File: config.mk
export PLATFORM = sky130hd
export DESIGN_NAME = ccfs_top
export DESIGN_NICKNAME = d
export VERILOG_FILES = /design/src/common/ccfs_pkg.sv /design/src/hdl/ccfs_avg.sv /design/src/hdl/ccfs_top.sv
export VERILOG_INCLUDE_DIRS = /design/src /design/src/common
export SDC_FILE = /design/constraint.sdc
export NUM_CORES = 2
export LEC_CHECK = 0
export BUFFER_PORTS_ARGS = -buffer_cell sky130_fd_sc_hd__buf_2
export CAP_MARGIN = 20
export CORE_MARGIN = 1
export CORE_UTILIZATION = 35
export DETAILED_ROUTE_END_ITERATION = 8
export MAX_ROUTING_LAYER = met4
export SLEW_MARGIN = 20
export SYNTH_ARGS = -nofsm -noshare
export SYNTH_HDL_FRONTEND = slang
export SYNTH_SLANG_ARGS = --single-unit
File: constraint.sdc
create_clock -name clk_sys -period 13.96 [get_ports clk_sys]
set_input_delay 2.792 -clock clk_sys [delete_from_list [all_inputs] [get_ports clk_sys]]
set_output_delay 2.792 -clock clk_sys [all_outputs]
set_load 0.005 [all_outputs]
File: src/common/ccfs_consts.svh
// Constants of the current channel fault selector.
//
// Contract
// - Fault when inputs differ over 6.25% active.
// - After reset the phase input is active.
// - During fault measure on the larger input; the code swaps to it only after a 3 s lead, 2 s after the fault.
// - Fault declared about one second after imbalance.
// - No fault detection below 0.3% voltage.
// - Bit 7 at 0x0F reports active input.
// - Force field 01 phase, 10 neutral, else automatic.
// - Mode clear: flag on fault entry and exit.
// - Flag and enable bit 5 raise interrupt.
// - Smaller inactive input flags, never swaps.
// - Larger neutral input flags and becomes active.
// - Return to phase needs 6.25% lead.
// - Mode set: flag when phase nears neutral.
// - Signed 12-bit trim scales neutral input.
// - Flag independent of load activity.
`ifndef CCFS_CONSTS_SVH
`define CCFS_CONSTS_SVH

// ====================================================================
// Register offsets
`define CCFS_ADDR_ACC_MODE 8'h0F
`define CCFS_ADDR_TRIM 8'h1C
`define CCFS_ADDR_CAL_MODE 8'h3D
`define CCFS_ADDR_IRQ_EN 8'hD9
`define CCFS_ADDR_IRQ_ST 8'hDC

// ====================================================================
// Field positions and codes
`define CCFS_ACC_SEL_BIT 7
`define CCFS_ACC_FMODE_BIT 6
`define CCFS_FLAG_BIT 5
`define CCFS_FORCE_LSB 0
`define CCFS_FORCE_A 2'h1
`define CCFS_FORCE_B 2'h2
`define CCFS_TRIM_FRAC 12

// ====================================================================
// Reset values
`define CCFS_RST_ACC_MODE 8'h00
`define CCFS_RST_CAL_MODE 8'h00
`define CCFS_RST_IRQ_EN 8'h00
`define CCFS_RST_TRIM 12'h000

// ====================================================================
// Thresholds and timing
`define CCFS_REL_SHIFT 4
`define CCFS_V_FULL_SCALE 24'h00_28F5
`define CCFS_V_MIN_PERMILLE 3
`define CCFS_V_MIN (`CCFS_V_FULL_SCALE * `CCFS_V_MIN_PERMILLE / 1000)
`define CCFS_CLK_PERIOD_PS 4000
`define CCFS_TICK_US 1000
`define CCFS_TICK_CYCLES (`CCFS_TICK_US * 1000000 / `CCFS_CLK_PERIOD_PS)
`define CCFS_FAULT_MS 1000
`define CCFS_SWAP_MS 3000
`define CCFS_FAULT_TICKS (`CCFS_FAULT_MS * 1000 / `CCFS_TICK_US)
`define CCFS_SWAP_TICKS (`CCFS_SWAP_MS * 1000 / `CCFS_TICK_US)
`define CCFS_AVG_SHIFT 10

`endif

File: src/common/ccfs_pkg.sv
// Types of the current channel fault selector.
package ccfs_pkg;

	typedef struct packed {
		logic wr;
		logic rd;
		logic [7:0] addr;
		logic [15:0] wdata;
	} ccfs_reg_req_t;

	typedef struct packed {
		logic valid;
		logic signed [23:0] ia;
		logic signed [23:0] ib;
		logic signed [23:0] v;
	} ccfs_sample_t;

	typedef enum logic [1:0] {
		CCFS_SEL_A = 2'b01,
		CCFS_SEL_B = 2'b10
	} ccfs_sel_t;

	function automatic logic signed [23:0] ccfs_trim(
		input logic signed [23:0] x,
		input logic signed [11:0] g
	);
		logic signed [35:0] p;
		p = x * g;
		return 24'(x + p[35:12]);
	endfunction

endpackage

File: src/hdl/ccfs_avg.sv
// Rectifying leaky averager giving a magnitude estimate.
`timescale 1ns/100ps
module ccfs_avg import ccfs_pkg::*; #(
	parameter int W = 24,
	parameter int SHIFT = 10
) (
	input wire logic clk_sys,
	input wire logic srst,
	input wire logic sample_en,
	input wire logic signed [W-1:0] sample,
	output logic [W-1:0] mag
);

	logic [W+SHIFT-1:0] acc;
	logic [W-1:0] rect;

	// A long time constant rides out brief disturbances on the line.
	assign rect = sample[W-1] ? W'(-sample) : W'(sample);

	always_ff @(posedge clk_sys) begin
		if (srst) begin
			acc <= '0;
		end else if (sample_en) begin
			acc <= acc + (W+SHIFT)'(rect) - (W+SHIFT)'(acc >> SHIFT);
		end
	end

	always_ff @(posedge clk_sys) begin
		if (srst) begin
			mag <= '0;
		end else begin
			mag <= acc[W+SHIFT-1:SHIFT];
		end
	end

endmodule

File: src/hdl/ccfs_top.sv
// Current channel fault selector with its metering registers.
`timescale 1ns/100ps
`include "ccfs_consts.svh"
module ccfs_top import ccfs_pkg::*; #(
	parameter int TICK_CYCLES = `CCFS_TICK_CYCLES,
	parameter int FAULT_TICKS = `CCFS_FAULT_TICKS,
	parameter int SWAP_TICKS = `CCFS_SWAP_TICKS,
	parameter int AVG_SHIFT = `CCFS_AVG_SHIFT
) (
	input wire logic clk_sys,
	input wire logic srst,
	input wire ccfs_reg_req_t reg_req,
	output logic [15:0] reg_rdata,
	input wire ccfs_sample_t samp,
	output logic signed [23:0] meas_current,
	output logic meas_valid,
	output logic active_input_indicator,
	output logic metering_irq
);

	// ================================================================
	// Registers
	logic [7:0] accumulation_mode;
	logic [7:0] calibration_mode;
	logic [7:0] metering_irq_enable_low;
	logic fault_change;
	logic [11:0] second_input_gain_trim;
	logic [1:0] input_force_select;
	logic fault_mode;

	assign input_force_select =
		calibration_mode[`CCFS_FORCE_LSB+1:`CCFS_FORCE_LSB];
	assign fault_mode = accumulation_mode[`CCFS_ACC_FMODE_BIT];

	always_ff @(posedge clk_sys) begin
		if (srst) begin
			accumulation_mode <= `CCFS_RST_ACC_MODE;
			calibration_mode <= `CCFS_RST_CAL_MODE;
			metering_irq_enable_low <= `CCFS_RST_IRQ_EN;
			second_input_gain_trim <= `CCFS_RST_TRIM;
		end else if (reg_req.wr) begin
			unique case (reg_req.addr)
			`CCFS_ADDR_ACC_MODE: begin
				accumulation_mode <= reg_req.wdata[7:0];
			end
			`CCFS_ADDR_CAL_MODE: begin
				calibration_mode <= reg_req.wdata[7:0];
			end
			`CCFS_ADDR_IRQ_EN: begin
				metering_irq_enable_low <= reg_req.wdata[7:0];
			end
			`CCFS_ADDR_TRIM: begin
				second_input_gain_trim <= reg_req.wdata[11:0];
			end
			default: begin
			end
			endcase
		end
	end

	// ================================================================
	// Tick divider
	logic [31:0] tick_cnt;
	logic tick;

	assign tick = (tick_cnt == 32'(TICK_CYCLES - 1));

	always_ff @(posedge clk_sys) begin
		if (srst || tick) begin
			tick_cnt <= '0;
		end else begin
			tick_cnt <= tick_cnt + 32'h0000_0001;
		end
	end

	// ================================================================
	// Magnitude estimates
	logic [23:0] mag_a;
	logic [23:0] mag_b;
	logic [23:0] mag_v;
	logic signed [23:0] ib_trim;

	assign ib_trim = ccfs_trim(samp.ib, second_input_gain_trim);

	ccfs_avg #(.W(24), .SHIFT(AVG_SHIFT)) u_avg_a (
		.clk_sys(clk_sys),
		.srst(srst),
		.sample_en(samp.valid),
		.sample(samp.ia),
		.mag(mag_a)
	);

	ccfs_avg #(.W(24), .SHIFT(AVG_SHIFT)) u_avg_b (
		.clk_sys(clk_sys),
		.srst(srst),
		.sample_en(samp.valid),
		.sample(ib_trim),
		.mag(mag_b)
	);

	ccfs_avg #(.W(24), .SHIFT(AVG_SHIFT)) u_avg_v (
		.clk_sys(clk_sys),
		.srst(srst),
		.sample_en(samp.valid),
		.sample(samp.v),
		.mag(mag_v)
	);

	// ================================================================
	// Comparisons on averaged magnitudes
	ccfs_sel_t auto_sel;
	logic [23:0] mag_act;
	logic [23:0] diff;
	logic fault_cond;
	logic swap_b;
	logic swap_a;
	logic v_low;
	logic near;
	logic near_q;

	assign mag_act = (auto_sel == CCFS_SEL_B) ? mag_b : mag_a;
	assign diff = (mag_a > mag_b) ? mag_a - mag_b : mag_b - mag_a;
	assign fault_cond = diff > (mag_act >> `CCFS_REL_SHIFT);
	assign swap_b = (mag_b > mag_a) && (diff > (mag_b >> `CCFS_REL_SHIFT));
	assign swap_a = (mag_a > mag_b) && (diff > (mag_b >> `CCFS_REL_SHIFT));
	assign v_low = mag_v < 24'(`CCFS_V_MIN);
	assign near = (auto_sel == CCFS_SEL_B) &&
		(diff <= (mag_b >> `CCFS_REL_SHIFT));

	always_ff @(posedge clk_sys) begin
		if (srst) begin
			near_q <= 1'b0;
		end else begin
			near_q <= near;
		end
	end

	// ================================================================
	// Fault state with one second confirmation
	logic fault_state;
	logic fault_evt;
	logic [15:0] fault_cnt;

	// Both entry and exit need a steady condition, so with fault_mode clear a glitch flags nothing.
	assign fault_evt = tick && !v_low && (fault_cond != fault_state) &&
		(fault_cnt == 16'(FAULT_TICKS - 1));

	always_ff @(posedge clk_sys) begin
		if (srst || v_low) begin
			fault_cnt <= '0;
		end else if (tick) begin
			if (fault_cond == fault_state || fault_evt) begin
				fault_cnt <= '0;
			end else begin
				fault_cnt <= fault_cnt + 16'h0001;
			end
		end
	end

	always_ff @(posedge clk_sys) begin
		if (srst) begin
			fault_state <= 1'b0;
		end else if (fault_evt) begin
			fault_state <= !fault_state;
		end
	end

	// ================================================================
	// Automatic selection with hysteresis
	logic swap_cond;
	logic swap_evt;
	logic [15:0] swap_cnt;

	always_comb begin
		unique case (auto_sel)
		CCFS_SEL_A: swap_cond = swap_b;
		CCFS_SEL_B: swap_cond = swap_a;
		default: swap_cond = 1'b0;
		endcase
	end

	assign swap_evt = tick && !v_low && swap_cond &&
		(swap_cnt == 16'(SWAP_TICKS - 1));

	always_ff @(posedge clk_sys) begin
		if (srst || v_low) begin
			swap_cnt <= '0;
		end else if (tick) begin
			if (!swap_cond || swap_evt) begin
				swap_cnt <= '0;
			end else begin
				swap_cnt <= swap_cnt + 16'h0001;
			end
		end
	end

	always_ff @(posedge clk_sys) begin
		if (srst) begin
			auto_sel <= CCFS_SEL_A;
		end else if (swap_evt) begin
			auto_sel <= (auto_sel == CCFS_SEL_A) ? CCFS_SEL_B : CCFS_SEL_A;
		end
	end

	// ================================================================
	// Active input, measurement path and indicator
	logic next_sel;

	always_comb begin
		unique case (input_force_select)
		`CCFS_FORCE_A: next_sel = 1'b0;
		`CCFS_FORCE_B: next_sel = 1'b1;
		default: next_sel = (auto_sel == CCFS_SEL_B);
		endcase
	end

	always_ff @(posedge clk_sys) begin
		if (srst) begin
			active_input_indicator <= 1'b0;
		end else begin
			active_input_indicator <= next_sel;
		end
	end

	always_ff @(posedge clk_sys) begin
		if (srst) begin
			meas_current <= '0;
			meas_valid <= 1'b0;
		end else begin
			meas_valid <= samp.valid;
			if (samp.valid) begin
				meas_current <= active_input_indicator ? ib_trim : samp.ia;
			end
		end
	end

	// ================================================================
	// Fault change flag and interrupt
	logic flag_set;
	logic flag_clr;

	assign flag_set = fault_mode ? (near && !near_q) : fault_evt;
	assign flag_clr = reg_req.wr && (reg_req.addr == `CCFS_ADDR_IRQ_ST) &&
		!reg_req.wdata[`CCFS_FLAG_BIT];

	always_ff @(posedge clk_sys) begin
		if (srst) begin
			fault_change <= 1'b0;
		end else if (flag_set) begin
			fault_change <= 1'b1;
		end else if (flag_clr) begin
			fault_change <= 1'b0;
		end
	end

	always_ff @(posedge clk_sys) begin
		if (srst) begin
			metering_irq <= 1'b0;
		end else begin
			metering_irq <= fault_change &&
				metering_irq_enable_low[`CCFS_FLAG_BIT];
		end
	end

	// ================================================================
	// Read port
	always_ff @(posedge clk_sys) begin
		if (srst) begin
			reg_rdata <= '0;
		end else if (reg_req.rd) begin
			unique case (reg_req.addr)
			`CCFS_ADDR_ACC_MODE: begin
				reg_rdata <= {8'h00, active_input_indicator,
					accumulation_mode[6:0]};
			end
			`CCFS_ADDR_CAL_MODE: reg_rdata <= {8'h00, calibration_mode};
			`CCFS_ADDR_IRQ_EN: reg_rdata <= {8'h00, metering_irq_enable_low};
			`CCFS_ADDR_IRQ_ST: reg_rdata <= {10'h000, fault_change, 5'h00};
			`CCFS_ADDR_TRIM: reg_rdata <= {4'h0, second_input_gain_trim};
			default: reg_rdata <= '0;
			endcase
		end
	end
endmodule

==> impl_metrics.json <==
{
  "hp-start": "metering_irq_enable_low[0]",
  "p_leak_nw": 16.23,
  "cts-root-buf": "clkbuf_16",
  "fp.dieW_microns": 310.9,
  "cpPeakStageDelay_ps": 530,
  "synthFlopType": "dfxtp_1",
  "gp_congestion": 0.9317,
  "fp.dieH_microns": 310.9,
  "io_buffers": 135,
  "synth_edf_count": 0,
  "via_count": 27490,
  "stdcell_count": 5408,
  "route.met2.wl_mm": 40.77,
  "clk-insertion-delay-late_ps": 580,
  "crit_buf_inv": 8,
  "drcViolationCount": 0,
  "finalMaxSlewViolations": 0,
  "startpoint": "samp[29]",
  "ys_seq_elements": 317,
  "grt_pass1_vias": 27250,
  "hpwl_mm": 72.27,
  "start_util": 0.3556,
  "fin_crit_ps": 13160,
  "dieArea_sq_um": 96630,
  "core_area_sq_um": 93890,
  "syn_inst": 3994,
  "grt_overflow_total": 0,
  "drt-initial-drc-count": 1921,
  "hold_viol": 0,
  "syn_area_sq_um": 33390,
  "avgSynthCellArea_sq_um": 8.360,
  "period_share": 0.9424,
  "cp_max_fo": 21,
  "grt_usage": 0.1961,
  "postRouteAntennaNets": 0,
  "rsz0062_at_grt": "false",
  "crit_arrival_ps": 13680,
  "critPathTopFamily": "adder cells",
  "critPathLaunchType": "primary input",
  "r2r_start": "second_input_gain_trim[1]",
  "post-route-util": 0.3971,
  "worst_hold_slack_ps": 453.7,
  "fin_nets": 4855,
  "fp-row-count": 112,
  "place_area_sq_um": 35950,
  "met1_length_mm": 44.26,
  "async_reset_ff_frac": 0,
  "ctsHoldBuffers": 0,
  "highest_layer": "met4",
  "dr.pass1.iters": 7,
  "wl_met3_mm": 4.192,
  "synthToLayoutAreaGrowth_pct": 11.67,
  "crit_top_cell": "fa_1",
  "wl_per_cell_microns": 17.00,
  "setup-tns-final_ps": 0,
  "drive_gt1_frac": 0.08933,
  "hold_class": "flop to flop",
  "fmax_ghz": 0.07601,
  "clk_pin_slew_worst_paths_ps": 60,
  "yosys_warnings": 0,
  "cts_tree": "built",
  "cap_violations": 0,
  "critical-path-slowest-cell": "fa_1",
  "cts_max_level": 2,
  "skew_ps": 25.15,
  "wl_mm": 91.92,
  "finalSetupViolCount": 0,
  "grt_pass1_wl_mm": 148.7,
  "ios": 144,
  "final_cell_area_sq_um": 37280,
  "worst_pin_slew_ps": 1003,
  "clockBufferDepth": 3,
  "cts_num_sinks": 317,
  "slew_headroom": 0.3275,
  "path_class": "primary input to flop",
  "synth.distinct_cells": 86,
  "grt_max_degree": 172,
  "yosysSeqAreaShare": 0.1901,
  "status": "complete, no violations",
  "dp.cells": 5339,
  "via_per_inst": 5.083,
  "antenna_found_initial": 0,
  "required_ps": 14480,
  "power_density_nw_per_um2": 190.4,
  "numCtsBuffers": 39,
  "peakVddDrop_mv": 0.09859,
  "fin_ws_ps": 803.6,
  "pre_cts_ws_ps": -187.2,
  "cp-end-kind": "flop",
  "power_mw": 7.100
}
## power by group
part           leakage (nW)  total (mW)  switching, mW  internal, mW
Sequential             2.59        1.20          0.134          1.06
Clock                 0.619        1.04          0.437         0.605
Combinational          13.0        4.86           2.72          2.14
## logic make-up after synthesis
family	Yosys count	share of synthesized area
and+or+nand+nor	1295	0.1809
xor gates and xnor gates	269	0.07079
DFF	317	0.1901
adders and majority gates	627	0.3094
AOI/OAI and AO/OA	752	0.1458
other	1	0.0001123
muxes	100	0.03024
buffers and inverters	633	0.07270
## Yosys cell counts (10+ instances only)
| cell | n | area (sq um) |
|---|---|---|
| nor2_1 | 364 | 1366 |
| a21o_1 | 82 | 615.6 |
| ha_1 | 296 | 3704 |
| a211oi_1 | 50 | 375.4 |
| a21oi_2 | 10 | 87.58 |
| inv_1 | 468 | 1757 |
| a21oi_1 | 249 | 1246 |
| o21bai_1 | 20 | 150.1 |
| and3_1 | 25 | 156.4 |
| nor4_1 | 27 | 168.9 |
| o211ai_1 | 21 | 157.7 |
| buf_1 | 18 | 67.56 |
| dfxtp_1 | 317 | 6346 |
| o21ai_0 | 124 | 620.6 |
| nand3_1 | 90 | 450.4 |
| or3_1 | 26 | 162.7 |
| clkbuf_1 | 125 | 469.2 |
| o21a_1 | 24 | 180.2 |
| nor3_1 | 43 | 215.2 |
| nand2_1 | 441 | 1655 |
| o31ai_1 | 27 | 202.7 |
| nor2b_1 | 45 | 281.5 |
| xor2_1 | 82 | 718.2 |
| nand2b_1 | 50 | 312.8 |
| mux2i_1 | 95 | 950.9 |
| and2_1 | 83 | 519.3 |
| nand4_1 | 45 | 281.5 |
| a31oi_1 | 18 | 112.6 |
| xnor2_1 | 186 | 1629 |
| buf_2 | 14 | 70.07 |
| a2bb2oi_1 | 15 | 131.4 |
| fa_1 | 331 | 6626 |
## flip-flops by register name, summed over array words and instances (netlist names), 2 cells and up
name	count
u_avg_a.acc	34
u_avg_b.acc	34
u_avg_v.acc	34
tick_cnt	32
meas_current	24
u_avg_a.mag	24
u_avg_b.mag	24
u_avg_v.mag	24
fault_cnt	16
swap_cnt	16
reg_rdata	12
second_input_gain_trim	12
calibration_mode	8
metering_irq_enable_low	8
accumulation_mode	7
auto_sel	2
## cell usage in the layout, fill, tap and decap left out, types with 21 or more instances in the layout
master,instances
o21a_1,24
xor2_1,82
a21oi_1,249
buf_2,133
or3_1,26
nand4_1,45
nor2b_1,45
xnor2_1,185
nor2_1,364
ha_1,296
a211oi_1,50
o211ai_1,21
and2_1,83
fa_1,331
nor3_1,40
nand3_1,90
clkbuf_16,39
nor4_1,25
o21ai_0,122
nand2b_1,50
buf_4,114
and3_1,25
dfxtp_1,317
nand2_1,441
inv_1,467
a21o_1,82
o31ai_1,27
mux2i_1,95
## cell type report
type                    instances  area (sq um)
fillers                      9580         56610
multi-input cells            3047         24700
flip-flops and latches        317          6346
inverters                     469          1760
repair buffers                253          1622
well taps                    1254          1569
clock buffers                  49          1074
clock inverters                18         207.7
diodes                          1         2.502
## worst paths after layout
kind	to	slack, ps	cells past startpoint
min	metering_irq_enable_low[0]	450	2
max reg2reg	u_avg_b.acc[33]	2180	47
max	u_avg_b.acc[33]	800	48
min reg2reg	metering_irq_enable_low[0]	450	2
## worst register-to-register path, delay by kind of cell, from the launching register on
family / cells / cell delay [ps]
multiplexers: 1 / 370
buffers and inverters: 8 / 970
AND/OR/NAND/NOR: 6 / 1150
AO/OA/AOI/OAI: 19 / 4000
flip-flops: 1 / 950
XOR/XNOR: 4 / 690
adder cells (fa/ha/maj): 9 / 3610
## routing by layer
layer / vias to the layer above / GRT usage
met3: 115 / 0.02699
li1: 13600 / -
met5: - / -
met1: 13230 / 0.2669
met4: 0 / 0.05855
met2: 545 / 0.3014
## repair_timing
item | in CTS | in global routing
resized for setup | 0 | 8
setup buffers | 0 | 0
setup endpoints to repair | 0 | 8
(Power assumes the default switching activity.)
